File: config.mk
export PLATFORM = sky130hd
export DESIGN_NAME = tlp_int_priority
export DESIGN_NICKNAME = d
export VERILOG_FILES = /design/src/core/tlp_pkg.sv /design/src/core/tlp_fixed_arbiter.sv /design/src/core/tlp_int_priority.sv /design/src/core/tlp_trigger_detect.sv
export SDC_FILE = /design/constraint.sdc
export NUM_CORES = 1
export LEC_CHECK = 0
export BUFFER_PORTS_ARGS = -buffer_cell sky130_fd_sc_hd__buf_2
export CORE_MARGIN = 2
export CORE_UTILIZATION = 55
export DETAILED_ROUTE_END_ITERATION = 10
export GPL_TIMING_DRIVEN = 0
export PLACE_DENSITY = 0.81
export SLEW_MARGIN = 10
export SYNTH_ARGS = -nofsm -noshare
export SYNTH_HDL_FRONTEND = slang
export SYNTH_SLANG_ARGS = --single-unit
File: constraint.sdc
create_clock -name clk_sys -period 2.15 [get_ports clk_sys]
set_clock_uncertainty 0.15 [all_clocks]
set_input_delay 0.43 -clock clk_sys [delete_from_list [all_inputs] [get_ports clk_sys]]
set_output_delay 0.43 -clock clk_sys [all_outputs]
set_load 0.005 [all_outputs]
File: src/core/tlp_pkg.sv
// Purpose: Shared constants for the two-level interrupt priority unit.
// Assumes: 8-bit register port, byte offsets as printed.
// Notes: Source bit positions are shared by priority, flag and enable vectors.
package tlp_pkg;

	// ****************************************************************
	// Register offsets
	// ****************************************************************
	localparam logic [7:0] OFS_RESUME_TRIGGER_SELECT = 8'h97;
	localparam logic [7:0] OFS_PRIORITY_SELECT_MAIN = 8'hB8;
	localparam logic [7:0] OFS_PRIORITY_SELECT_EXT = 8'hB9;
	localparam logic [7:0] OFS_EXT_TRIGGER_TYPE = 8'hD9;
	localparam logic [7:0] OFS_REQUEST_FLAGS = 8'hDA;

	// ****************************************************************
	// Reset values
	// ****************************************************************
	localparam logic [7:0] RST_RESUME_TRIGGER_SELECT = 8'h00;
	localparam logic [7:0] RST_PRIORITY_SELECT_MAIN = 8'h00;
	localparam logic [7:0] RST_PRIORITY_SELECT_EXT = 8'h00;
	localparam logic [7:0] RST_EXT_TRIGGER_TYPE = 8'h00;
	localparam logic [7:0] RST_REQUEST_FLAGS = 8'h00;

	// ****************************************************************
	// Field positions and masks
	// ****************************************************************
	localparam int BIT_EXT_INT_A = 0;
	localparam int BIT_EXT_INT_B = 1;
	localparam int BIT_BASE_TIMER_A = 2;
	localparam int BIT_BASE_TIMER_B = 3;
	localparam int BIT_PORT_RESUME = 4;
	localparam int BIT_WAKE_TIMER = 5;
	localparam int BIT_ADDR_FAULT = 6;
	localparam int BIT_SERIAL_PORT = 7;
	localparam int BIT_SERIAL_PORT_PRIORITY = 0;
	localparam logic [7:0] MASK_PRIORITY_MAIN = 8'h7F;
	localparam logic [7:0] MASK_PRIORITY_EXT = 8'h01;
	localparam logic [7:0] MASK_REQUEST_FLAGS = 8'h7F;
	localparam logic [7:0] MASK_EXT_TRIGGER_TYPE = 8'h03;
	localparam logic [7:0] MASK_RESUME_TRIGGER = 8'h03;

	// ****************************************************************
	// Trigger modes and timing
	// ****************************************************************
	localparam logic [1:0] TRIG_LOW_LEVEL = 2'h0;
	localparam logic [1:0] TRIG_RISING = 2'h1;
	localparam logic [1:0] TRIG_FALLING = 2'h2;
	localparam logic [1:0] TRIG_BOTH = 2'h3;
	localparam int NUM_SOURCES = 8;
	localparam int MC_CLKS = 4;

	typedef enum logic [2:0] {
		TLP_IDLE = 3'b001,
		TLP_CALL = 3'b010,
		TLP_HOLD = 3'b100
	} tlp_call_state_t;

endpackage : tlp_pkg

File: src/core/tlp_fixed_arbiter.sv
// Purpose: Fixed-order picker; the lowest set request index wins.
// Assumes: Purely combinational.
// Notes: Used once per priority level.
`timescale 1ns/1ps
module tlp_fixed_arbiter #(
	parameter int N = 8,
	parameter int W = 3
) (
	input wire logic [N-1:0] req,
	output logic found,
	output logic [W-1:0] idx
);

	always_comb begin
		found = 1'b0;
		idx = '0;
		for (int i = N - 1; i >= 0; i--) begin
			if (req[i]) begin
				found = 1'b1;
				idx = W'(i);
			end
		end
	end

endmodule : tlp_fixed_arbiter

File: src/core/tlp_int_priority.sv
// Purpose: Two-level interrupt priority, request flags and trigger selection.
// Assumes: Event inputs are synchronous pulses or levels on clk_sys.
// Notes: The CPU acknowledges a long call and signals each service return.
//
// The address-and-strobe port was decided locally.
`timescale 1ns/1ps
module tlp_int_priority
	import tlp_pkg::*;
#(
	parameter int MACHINE_CYCLE_CLKS = MC_CLKS
) (
	input wire logic clk_sys,
	input wire logic rst_n,
	input wire logic watchdog_timer_reset,
	input wire logic [7:0] reg_addr,
	input wire logic [7:0] reg_wdata,
	input wire logic reg_wr,
	input wire logic reg_rd,
	output logic [7:0] reg_rdata,
	input wire logic global_int_enable,
	input wire logic [7:0] source_enable,
	input wire logic idle_mode,
	input wire logic invalid_address_fault,
	input wire logic wake_timer_overflow,
	input wire logic port_resume_pin,
	input wire logic base_timer_a_overflow,
	input wire logic base_timer_b_overflow,
	input wire logic ext_int_a_pin,
	input wire logic ext_int_b_pin,
	input wire logic spi_transfer_done_flag,
	input wire logic spi_mode_fault_flag,
	output logic long_call_req,
	output logic [2:0] long_call_source,
	output logic long_call_high,
	output logic long_call_push_pc_only,
	input wire logic long_call_ack,
	input wire logic service_return,
	output logic in_service_high,
	output logic in_service_low
);

	// ****************************************************************
	// Registers and internal signals
	// ****************************************************************
	logic [7:0] resume_trigger_select_reg;
	logic [7:0] priority_select_main_reg;
	logic [7:0] priority_select_ext_reg;
	logic [7:0] ext_trigger_type_reg;
	logic [7:0] request_flags_reg;
	logic [7:0] request_flags_next;
	logic [7:0] sample_reg;
	logic [7:0] mc_count_reg;
	logic mc_tick;
	logic sample_valid_reg;
	tlp_call_state_t call_state_reg;
	logic fire_ext_a;
	logic fire_ext_b;
	logic fire_resume;
	logic [1:0] ext_a_mode;
	logic [1:0] ext_b_mode;
	logic [7:0] pending;
	logic [7:0] level_high;
	logic [7:0] req_high;
	logic [7:0] req_low;
	logic found_high;
	logic found_low;
	logic [2:0] idx_high;
	logic [2:0] idx_low;
	logic win_valid;
	logic [2:0] win_idx;
	logic win_high;
	logic wr_hit_flags;
	logic [7:0] set_events;
	logic [7:0] auto_clear;
	logic [7:0] read_mux;

	// ****************************************************************
	// Register writes
	// ****************************************************************
	// The watchdog reset is a synchronous pulse so that the asynchronous
	// reset path only ever loads constants.
	always_ff @(posedge clk_sys or negedge rst_n) begin
		if (!rst_n) begin
			priority_select_main_reg <= RST_PRIORITY_SELECT_MAIN;
			priority_select_ext_reg <= RST_PRIORITY_SELECT_EXT;
			ext_trigger_type_reg <= RST_EXT_TRIGGER_TYPE;
			resume_trigger_select_reg <= RST_RESUME_TRIGGER_SELECT;
		end else if (watchdog_timer_reset) begin
			priority_select_main_reg <= RST_PRIORITY_SELECT_MAIN;
			priority_select_ext_reg <= RST_PRIORITY_SELECT_EXT;
			ext_trigger_type_reg <= RST_EXT_TRIGGER_TYPE;
			resume_trigger_select_reg <= RST_RESUME_TRIGGER_SELECT;
		end else if (reg_wr) begin
			case (reg_addr)
				OFS_PRIORITY_SELECT_MAIN: begin
					priority_select_main_reg <= reg_wdata & MASK_PRIORITY_MAIN;
				end
				OFS_PRIORITY_SELECT_EXT: begin
					priority_select_ext_reg <= reg_wdata & MASK_PRIORITY_EXT;
				end
				OFS_EXT_TRIGGER_TYPE: begin
					ext_trigger_type_reg <= reg_wdata & MASK_EXT_TRIGGER_TYPE;
				end
				OFS_RESUME_TRIGGER_SELECT: begin
					resume_trigger_select_reg <= reg_wdata & MASK_RESUME_TRIGGER;
				end
				default: begin
				end
			endcase
		end
	end

	// ****************************************************************
	// Trigger detection
	// ****************************************************************
	assign ext_a_mode = ext_trigger_type_reg[BIT_EXT_INT_A] ? TRIG_LOW_LEVEL : TRIG_FALLING;
	assign ext_b_mode = ext_trigger_type_reg[BIT_EXT_INT_B] ? TRIG_LOW_LEVEL : TRIG_FALLING;

	tlp_trigger_detect u_det_ext_a (
		.clk_sys(clk_sys),
		.rst_n(rst_n),
		.mode(ext_a_mode),
		.pin(ext_int_a_pin),
		.fire(fire_ext_a)
	);

	tlp_trigger_detect u_det_ext_b (
		.clk_sys(clk_sys),
		.rst_n(rst_n),
		.mode(ext_b_mode),
		.pin(ext_int_b_pin),
		.fire(fire_ext_b)
	);

	tlp_trigger_detect u_det_resume (
		.clk_sys(clk_sys),
		.rst_n(rst_n),
		.mode(resume_trigger_select_reg[1:0]),
		.pin(port_resume_pin),
		.fire(fire_resume)
	);

	// ****************************************************************
	// Request flags
	// ****************************************************************
	always_comb begin
		set_events = 8'h00;
		set_events[BIT_ADDR_FAULT] = invalid_address_fault;
		set_events[BIT_WAKE_TIMER] = wake_timer_overflow & idle_mode;
		set_events[BIT_PORT_RESUME] = fire_resume & idle_mode;
		set_events[BIT_BASE_TIMER_B] = base_timer_b_overflow;
		set_events[BIT_BASE_TIMER_A] = base_timer_a_overflow;
		set_events[BIT_EXT_INT_B] = fire_ext_b;
		set_events[BIT_EXT_INT_A] = fire_ext_a;
	end

	assign wr_hit_flags = reg_wr && (reg_addr == OFS_REQUEST_FLAGS);

	// The address fault flag is never cleared by the acknowledge.
	always_comb begin
		auto_clear = 8'h00;
		if (long_call_req && long_call_ack && (long_call_source != 3'(BIT_ADDR_FAULT))) begin
			auto_clear[long_call_source] = 1'b1;
		end
	end

	// Hardware sets win over software and acknowledge clears, which also
	// keeps a held-low level pin requesting after its vector is taken.
	always_comb begin
		request_flags_next = request_flags_reg & ~auto_clear;
		if (wr_hit_flags) begin
			request_flags_next = request_flags_next & reg_wdata;
		end
		request_flags_next = (request_flags_next | set_events) & MASK_REQUEST_FLAGS;
	end

	always_ff @(posedge clk_sys or negedge rst_n) begin
		if (!rst_n) begin
			request_flags_reg <= RST_REQUEST_FLAGS;
		end else if (watchdog_timer_reset) begin
			request_flags_reg <= RST_REQUEST_FLAGS;
		end else begin
			request_flags_reg <= request_flags_next;
		end
	end

	// ****************************************************************
	// Machine cycle sampling
	// ****************************************************************
	assign mc_tick = (mc_count_reg == 8'(MACHINE_CYCLE_CLKS - 1));

	always_ff @(posedge clk_sys or negedge rst_n) begin
		if (!rst_n) begin
			mc_count_reg <= 8'h00;
		end else if (mc_tick) begin
			mc_count_reg <= 8'h00;
		end else begin
			mc_count_reg <= mc_count_reg + 8'h01;
		end
	end

	always_comb begin
		pending = request_flags_reg;
		pending[BIT_SERIAL_PORT] = spi_transfer_done_flag | spi_mode_fault_flag;
	end

	// Flags are latched at one tick and judged at the next, so a request
	// needs up to two machine cycles before a call is raised.
	always_ff @(posedge clk_sys or negedge rst_n) begin
		if (!rst_n) begin
			sample_reg <= 8'h00;
			sample_valid_reg <= 1'b0;
		end else if (watchdog_timer_reset) begin
			sample_reg <= 8'h00;
			sample_valid_reg <= 1'b0;
		end else if (mc_tick) begin
			sample_reg <= pending & source_enable;
			sample_valid_reg <= 1'b1;
		end
	end

	// ****************************************************************
	// Arbitration
	// ****************************************************************
	always_comb begin
		level_high = priority_select_main_reg & MASK_PRIORITY_MAIN;
		level_high[BIT_SERIAL_PORT] = priority_select_ext_reg[BIT_SERIAL_PORT_PRIORITY];
	end

	// Sampled flags are split into high and low requests by the priority
	// select bits; the hold state keeps taken flags from being re-polled.
	assign req_high = sample_reg & level_high;
	assign req_low = sample_reg & ~level_high;

	tlp_fixed_arbiter #(
		.N(NUM_SOURCES),
		.W(3)
	) u_arb_high (
		.req(req_high),
		.found(found_high),
		.idx(idx_high)
	);

	tlp_fixed_arbiter #(
		.N(NUM_SOURCES),
		.W(3)
	) u_arb_low (
		.req(req_low),
		.found(found_low),
		.idx(idx_low)
	);

	always_comb begin
		win_valid = 1'b0;
		win_idx = 3'h0;
		win_high = 1'b0;
		if (!global_int_enable || in_service_high) begin
			win_valid = 1'b0;
		end else if (found_high) begin
			win_valid = 1'b1;
			win_idx = idx_high;
			win_high = 1'b1;
		end else if (found_low && !in_service_low) begin
			win_valid = 1'b1;
			win_idx = idx_low;
		end
	end

	// ****************************************************************
	// Long call sequencing
	// ****************************************************************
	always_ff @(posedge clk_sys or negedge rst_n) begin
		if (!rst_n) begin
			call_state_reg <= TLP_IDLE;
			long_call_req <= 1'b0;
			long_call_source <= 3'h0;
			long_call_high <= 1'b0;
			long_call_push_pc_only <= 1'b0;
		end else if (watchdog_timer_reset) begin
			call_state_reg <= TLP_IDLE;
			long_call_req <= 1'b0;
			long_call_push_pc_only <= 1'b0;
		end else begin
			case (call_state_reg)
				TLP_IDLE: begin
					if (mc_tick && sample_valid_reg && win_valid) begin
						call_state_reg <= TLP_CALL;
						long_call_req <= 1'b1;
						long_call_source <= win_idx;
						long_call_high <= win_high;
						long_call_push_pc_only <= 1'b1;
					end
				end
				TLP_CALL: begin
					if (long_call_ack) begin
						call_state_reg <= TLP_HOLD;
						long_call_req <= 1'b0;
						long_call_push_pc_only <= 1'b0;
					end
				end
				TLP_HOLD: begin
					// One machine cycle must pass so the stale sample is replaced.
					if (mc_tick) begin
						call_state_reg <= TLP_IDLE;
					end
				end
				default: begin
					call_state_reg <= TLP_IDLE;
					long_call_req <= 1'b0;
					long_call_push_pc_only <= 1'b0;
				end
			endcase
		end
	end

	// ****************************************************************
	// In-service tracking
	// ****************************************************************
	// A return closes the innermost routine: high if active, else low.
	always_ff @(posedge clk_sys or negedge rst_n) begin
		if (!rst_n) begin
			in_service_high <= 1'b0;
			in_service_low <= 1'b0;
		end else if (watchdog_timer_reset) begin
			in_service_high <= 1'b0;
			in_service_low <= 1'b0;
		end else if (long_call_req && long_call_ack) begin
			if (long_call_high) begin
				in_service_high <= 1'b1;
			end else begin
				in_service_low <= 1'b1;
			end
		end else if (service_return) begin
			if (in_service_high) begin
				in_service_high <= 1'b0;
			end else begin
				in_service_low <= 1'b0;
			end
		end
	end

	// ****************************************************************
	// Register reads
	// ****************************************************************
	always_comb begin
		case (reg_addr)
			OFS_PRIORITY_SELECT_MAIN: read_mux = priority_select_main_reg;
			OFS_PRIORITY_SELECT_EXT: read_mux = priority_select_ext_reg;
			OFS_EXT_TRIGGER_TYPE: read_mux = ext_trigger_type_reg;
			OFS_RESUME_TRIGGER_SELECT: read_mux = resume_trigger_select_reg;
			OFS_REQUEST_FLAGS: read_mux = request_flags_reg;
			default: read_mux = 8'h00;
		endcase
	end

	// Read data stand for exactly one cycle and are zero otherwise.
	always_ff @(posedge clk_sys or negedge rst_n) begin
		if (!rst_n) begin
			reg_rdata <= 8'h00;
		end else if (reg_rd) begin
			reg_rdata <= read_mux;
		end else begin
			reg_rdata <= 8'h00;
		end
	end

endmodule : tlp_int_priority

File: src/core/tlp_trigger_detect.sv
// Purpose: Turns a synchronous pin level into a one-cycle trigger pulse.
// Assumes: Pin is synchronous to clk_sys.
// Notes: Low-level mode fires every cycle the pin is low.
`timescale 1ns/1ps
module tlp_trigger_detect
	import tlp_pkg::*;
(
	input wire logic clk_sys,
	input wire logic rst_n,
	input wire logic [1:0] mode,
	input wire logic pin,
	output logic fire
);

	logic pin_prev_reg;

	always_ff @(posedge clk_sys or negedge rst_n) begin
		if (!rst_n) begin
			pin_prev_reg <= 1'b1;
		end else begin
			pin_prev_reg <= pin;
		end
	end

	always_comb begin
		case (mode)
			TRIG_LOW_LEVEL: fire = ~pin;
			TRIG_RISING: fire = pin & ~pin_prev_reg;
			TRIG_FALLING: fire = ~pin & pin_prev_reg;
			TRIG_BOTH: fire = pin ^ pin_prev_reg;
			default: fire = 1'b0;
		endcase
	end

endmodule : tlp_trigger_detect
==> reports/metrics.cfg <==
[power_and_ir_drop]
power.density_mw_per_mm2 = 584
p_leak_nw = 1.52
ir_drop_uv = 367

[status]
failed_checks = negative hold slack
status = complete, but fails checks

[synth]
synth_nets = 342
ys.flop_type = dfrtp_1
synth_xor_area_share_pct = 2.43
synth.top_cell.area_share_pct = 45.2
yosys_warnings = 0
synth_top_family_by_area = simple AND/OR/NAND/NOR gates
synthMuxAreaShare_pct = 2.69
synth.avg_cell_area_sq_um = 9.69
yosysTopAreaCell = dfrtp_1
ys_ff_latch = 56
seq_area_frac_synth_pct = 48.8
synth_compound_area_share_pct = 19.1
yosys.area_share.simple_pct = 22.4
synth_fa_ha_area_share_pct = 1.30
synthTopCellsByArea = dfrtp_1, a21oi_1, nand2_1
synthArstFlopShare_pct = 100
ys_types = 57
synth_top_cells_by_count = dfrtp_1, nand2_1, a21oi_1
synth_cells = 297
synth_area_sq_mm = 0.00288
synth_edf_count = 0
yosysMostFrequentCell = dfrtp_1

[cells_and_area]
fin_util_pct = 66.2
final_nets = 403
antenna_cells_inserted = 0
layout-drive-gt1-share_pct = 24.2
syn2layout_area_growth_pct = 16.7

[global_routing]
antenna_found_initial = 0
grt_overflow = 0
grt_max_degree = 57
grt_pass1_wl_um = 11500
first_global_vias = 2343
grt_use_total_pct = 25.1

[timing]
finalSetupTns_ns = 0
relSlewSlack_pct = 51.9
fmax_ghz = 0.498
slew_viol_final = 0
grt_setup_unrepaired = false
worst_pin_slew_ns = 0.714
final-hold-violation-count = 5
finalCritPeriodShare_pct = 93.4
setup_viol = 0
timing.final.ws_setup_ns = 0.142
timing.hold.ws_ns = -0.00916
post-route-min-period_ns = 2.01

[worst_setup_path]
slowest_delay_ns = 0.39
critical-path-top-delay-family = simple AND/OR/NAND/NOR gates
arrival_ns = 2.07
critPathSlowestCell = dfrtp_1
path_cells = ha_1 -> nor4b_2 -> nand2_2 -> nor2_2 -> o211ai_4 -> mux2_4
crit_path_start_kind = flop
path_buf_inv = 0
cp.required_ns = 2.21
crit_path_end_kind = flop
critPathKind = reg2reg
cp_max_fo = 10

[routing]
via_per_inst = 5.69
wl_met3_um = 426
maxUsedRoutingLayer = met4
ant_nets = 0
met1_length_um = 3110
met2_length_um = 3160
first_pass_iters = 5
num_vias = 2442
post-route-drc-count = 0
post_drt_wl_per_cell_um = 15.9
drt_iter0_markers = 200
wirelength_um = 6830

[placement]
gp_congestion = 0.936
io_buffers = 54
preCtsSetupSlack_ns = -0.0916
dpl.hpwl_um = 4990

[floorplanning]
die_width_um = 76.4
dieArea_sq_mm = 0.00583
start_util_pct = 56.7
core_region_area_sq_mm = 0.00507
ios = 58
fp.dieH_um = 76.4
std_cell_rows = 26

[clock_network]
cts_max_level = 2
cts_hold_buf = 0
tritoncts = built
cts_buffer_depth = 2
cts-resized-gates = 0
postCtsSetupBuffers = 0
cts-root-buf = clkbuf_8
clkTransAtPathRegs_ns = 0.10
cts_inserted_buffers = 5
clock_latency_ns = 0.31
clock_sinks = 56

[worst_hold_path]
worstHoldPathType = in2async

[run]
drv_cap = 0

-- per-stage QoR --
step	std cells	power, mW	area (sq um)
floorplan	297	1.17	2880
global placement	421	1.25	3240
detailed placement	421	1.26	3240
CTS	429	1.97	3360
global route	429	2.05	3360
finish	429	1.96	3360
-- cells by family after synthesis --
| family | after synthesis |
|---|---|
| AO/OA/AOI/OAI | 79 |
| flip-flops | 56 |
| buffers and inverters | 21 |
| multiplexers | 6 |
| adder cells (fa/ha/maj) | 3 |
| XOR/XNOR | 8 |
| other | 1 |
| AND/OR/NAND/NOR | 123 |
-- report_power, final --
group          internal [mW]  leakage [nW]  switching [mW]
Clock                  0.381        0.0614           0.344
Sequential              1.07         0.754          0.0149
Combinational         0.0616         0.705          0.0885
Total                   1.51          1.52           0.448
-- layout make-up --
type / instances / area (sq um)
Sequential cell: 56 / 1410
Timing Repair Buffer: 54 / 273
Fill cell: 408 / 1710
Tap cell: 70 / 87.6
Clock buffer: 6 / 82.6
Clock inverter: 2 / 38.8
Buffer: 10 / 47.5
Inverter: 11 / 41.3
Multi-Input combinational cell: 220 / 1380
-- cells in the final DEF (no fill, tap or decap), types with 3 or more instances in the layout --
master and instances:
dfstp_2 4, o21ai_0 9, a21oi_1 32, nand2_1 37, clkbuf_1 6, xnor2_1 7
nand2b_1 4, a22oi_1 11, o211ai_1 5, nor2_1 25, nand3_1 23, mux2i_1 4
buf_4 3, buf_2 55, nor2b_1 6, nor3_1 4, and3_1 3, dfrtp_1 52
clkbuf_8 6, o221ai_1 4, ha_1 3, inv_1 11
-- routing by layer --
metal | vias to the layer above | track usage (%)
li1 | 1184 | -
met1 | 1154 | 35.3
met2 | 91 | 38.7
met3 | 13 | 5.57
met4 | 0 | 8.73
met5 | - | 0
-- final timing paths --
| path | to | startpoint | slack, ns | cells after the start |
|---|---|---|---|---|
| worst max-delay path | long_call_high$_DFFE_PN0P_ | mc_count_reg[0]$_DFF_PN0_ | 0.14 | 6 |
| worst min-delay path | call_state_reg[2]$_DFFE_PN0P_ | rst_n | -0.009 | 1 |
| worst max register to register | long_call_high$_DFFE_PN0P_ | mc_count_reg[0]$_DFF_PN0_ | 0.14 | 6 |
| worst min register to register | mc_count_reg[0]$_DFF_PN0_ | mc_count_reg[0]$_DFF_PN0_ | 0.34 | 1 |
| max in group asynchronous | sample_reg[7]$_DFFE_PN0N_ | rst_n | 1.36 | 1 |
| min in group clk_sys | u_det_ext_a.pin_prev_reg$_DFF_PN1_ | ext_int_a_pin | 0.06 | 1 |
(Power assumes the default switching activity.)
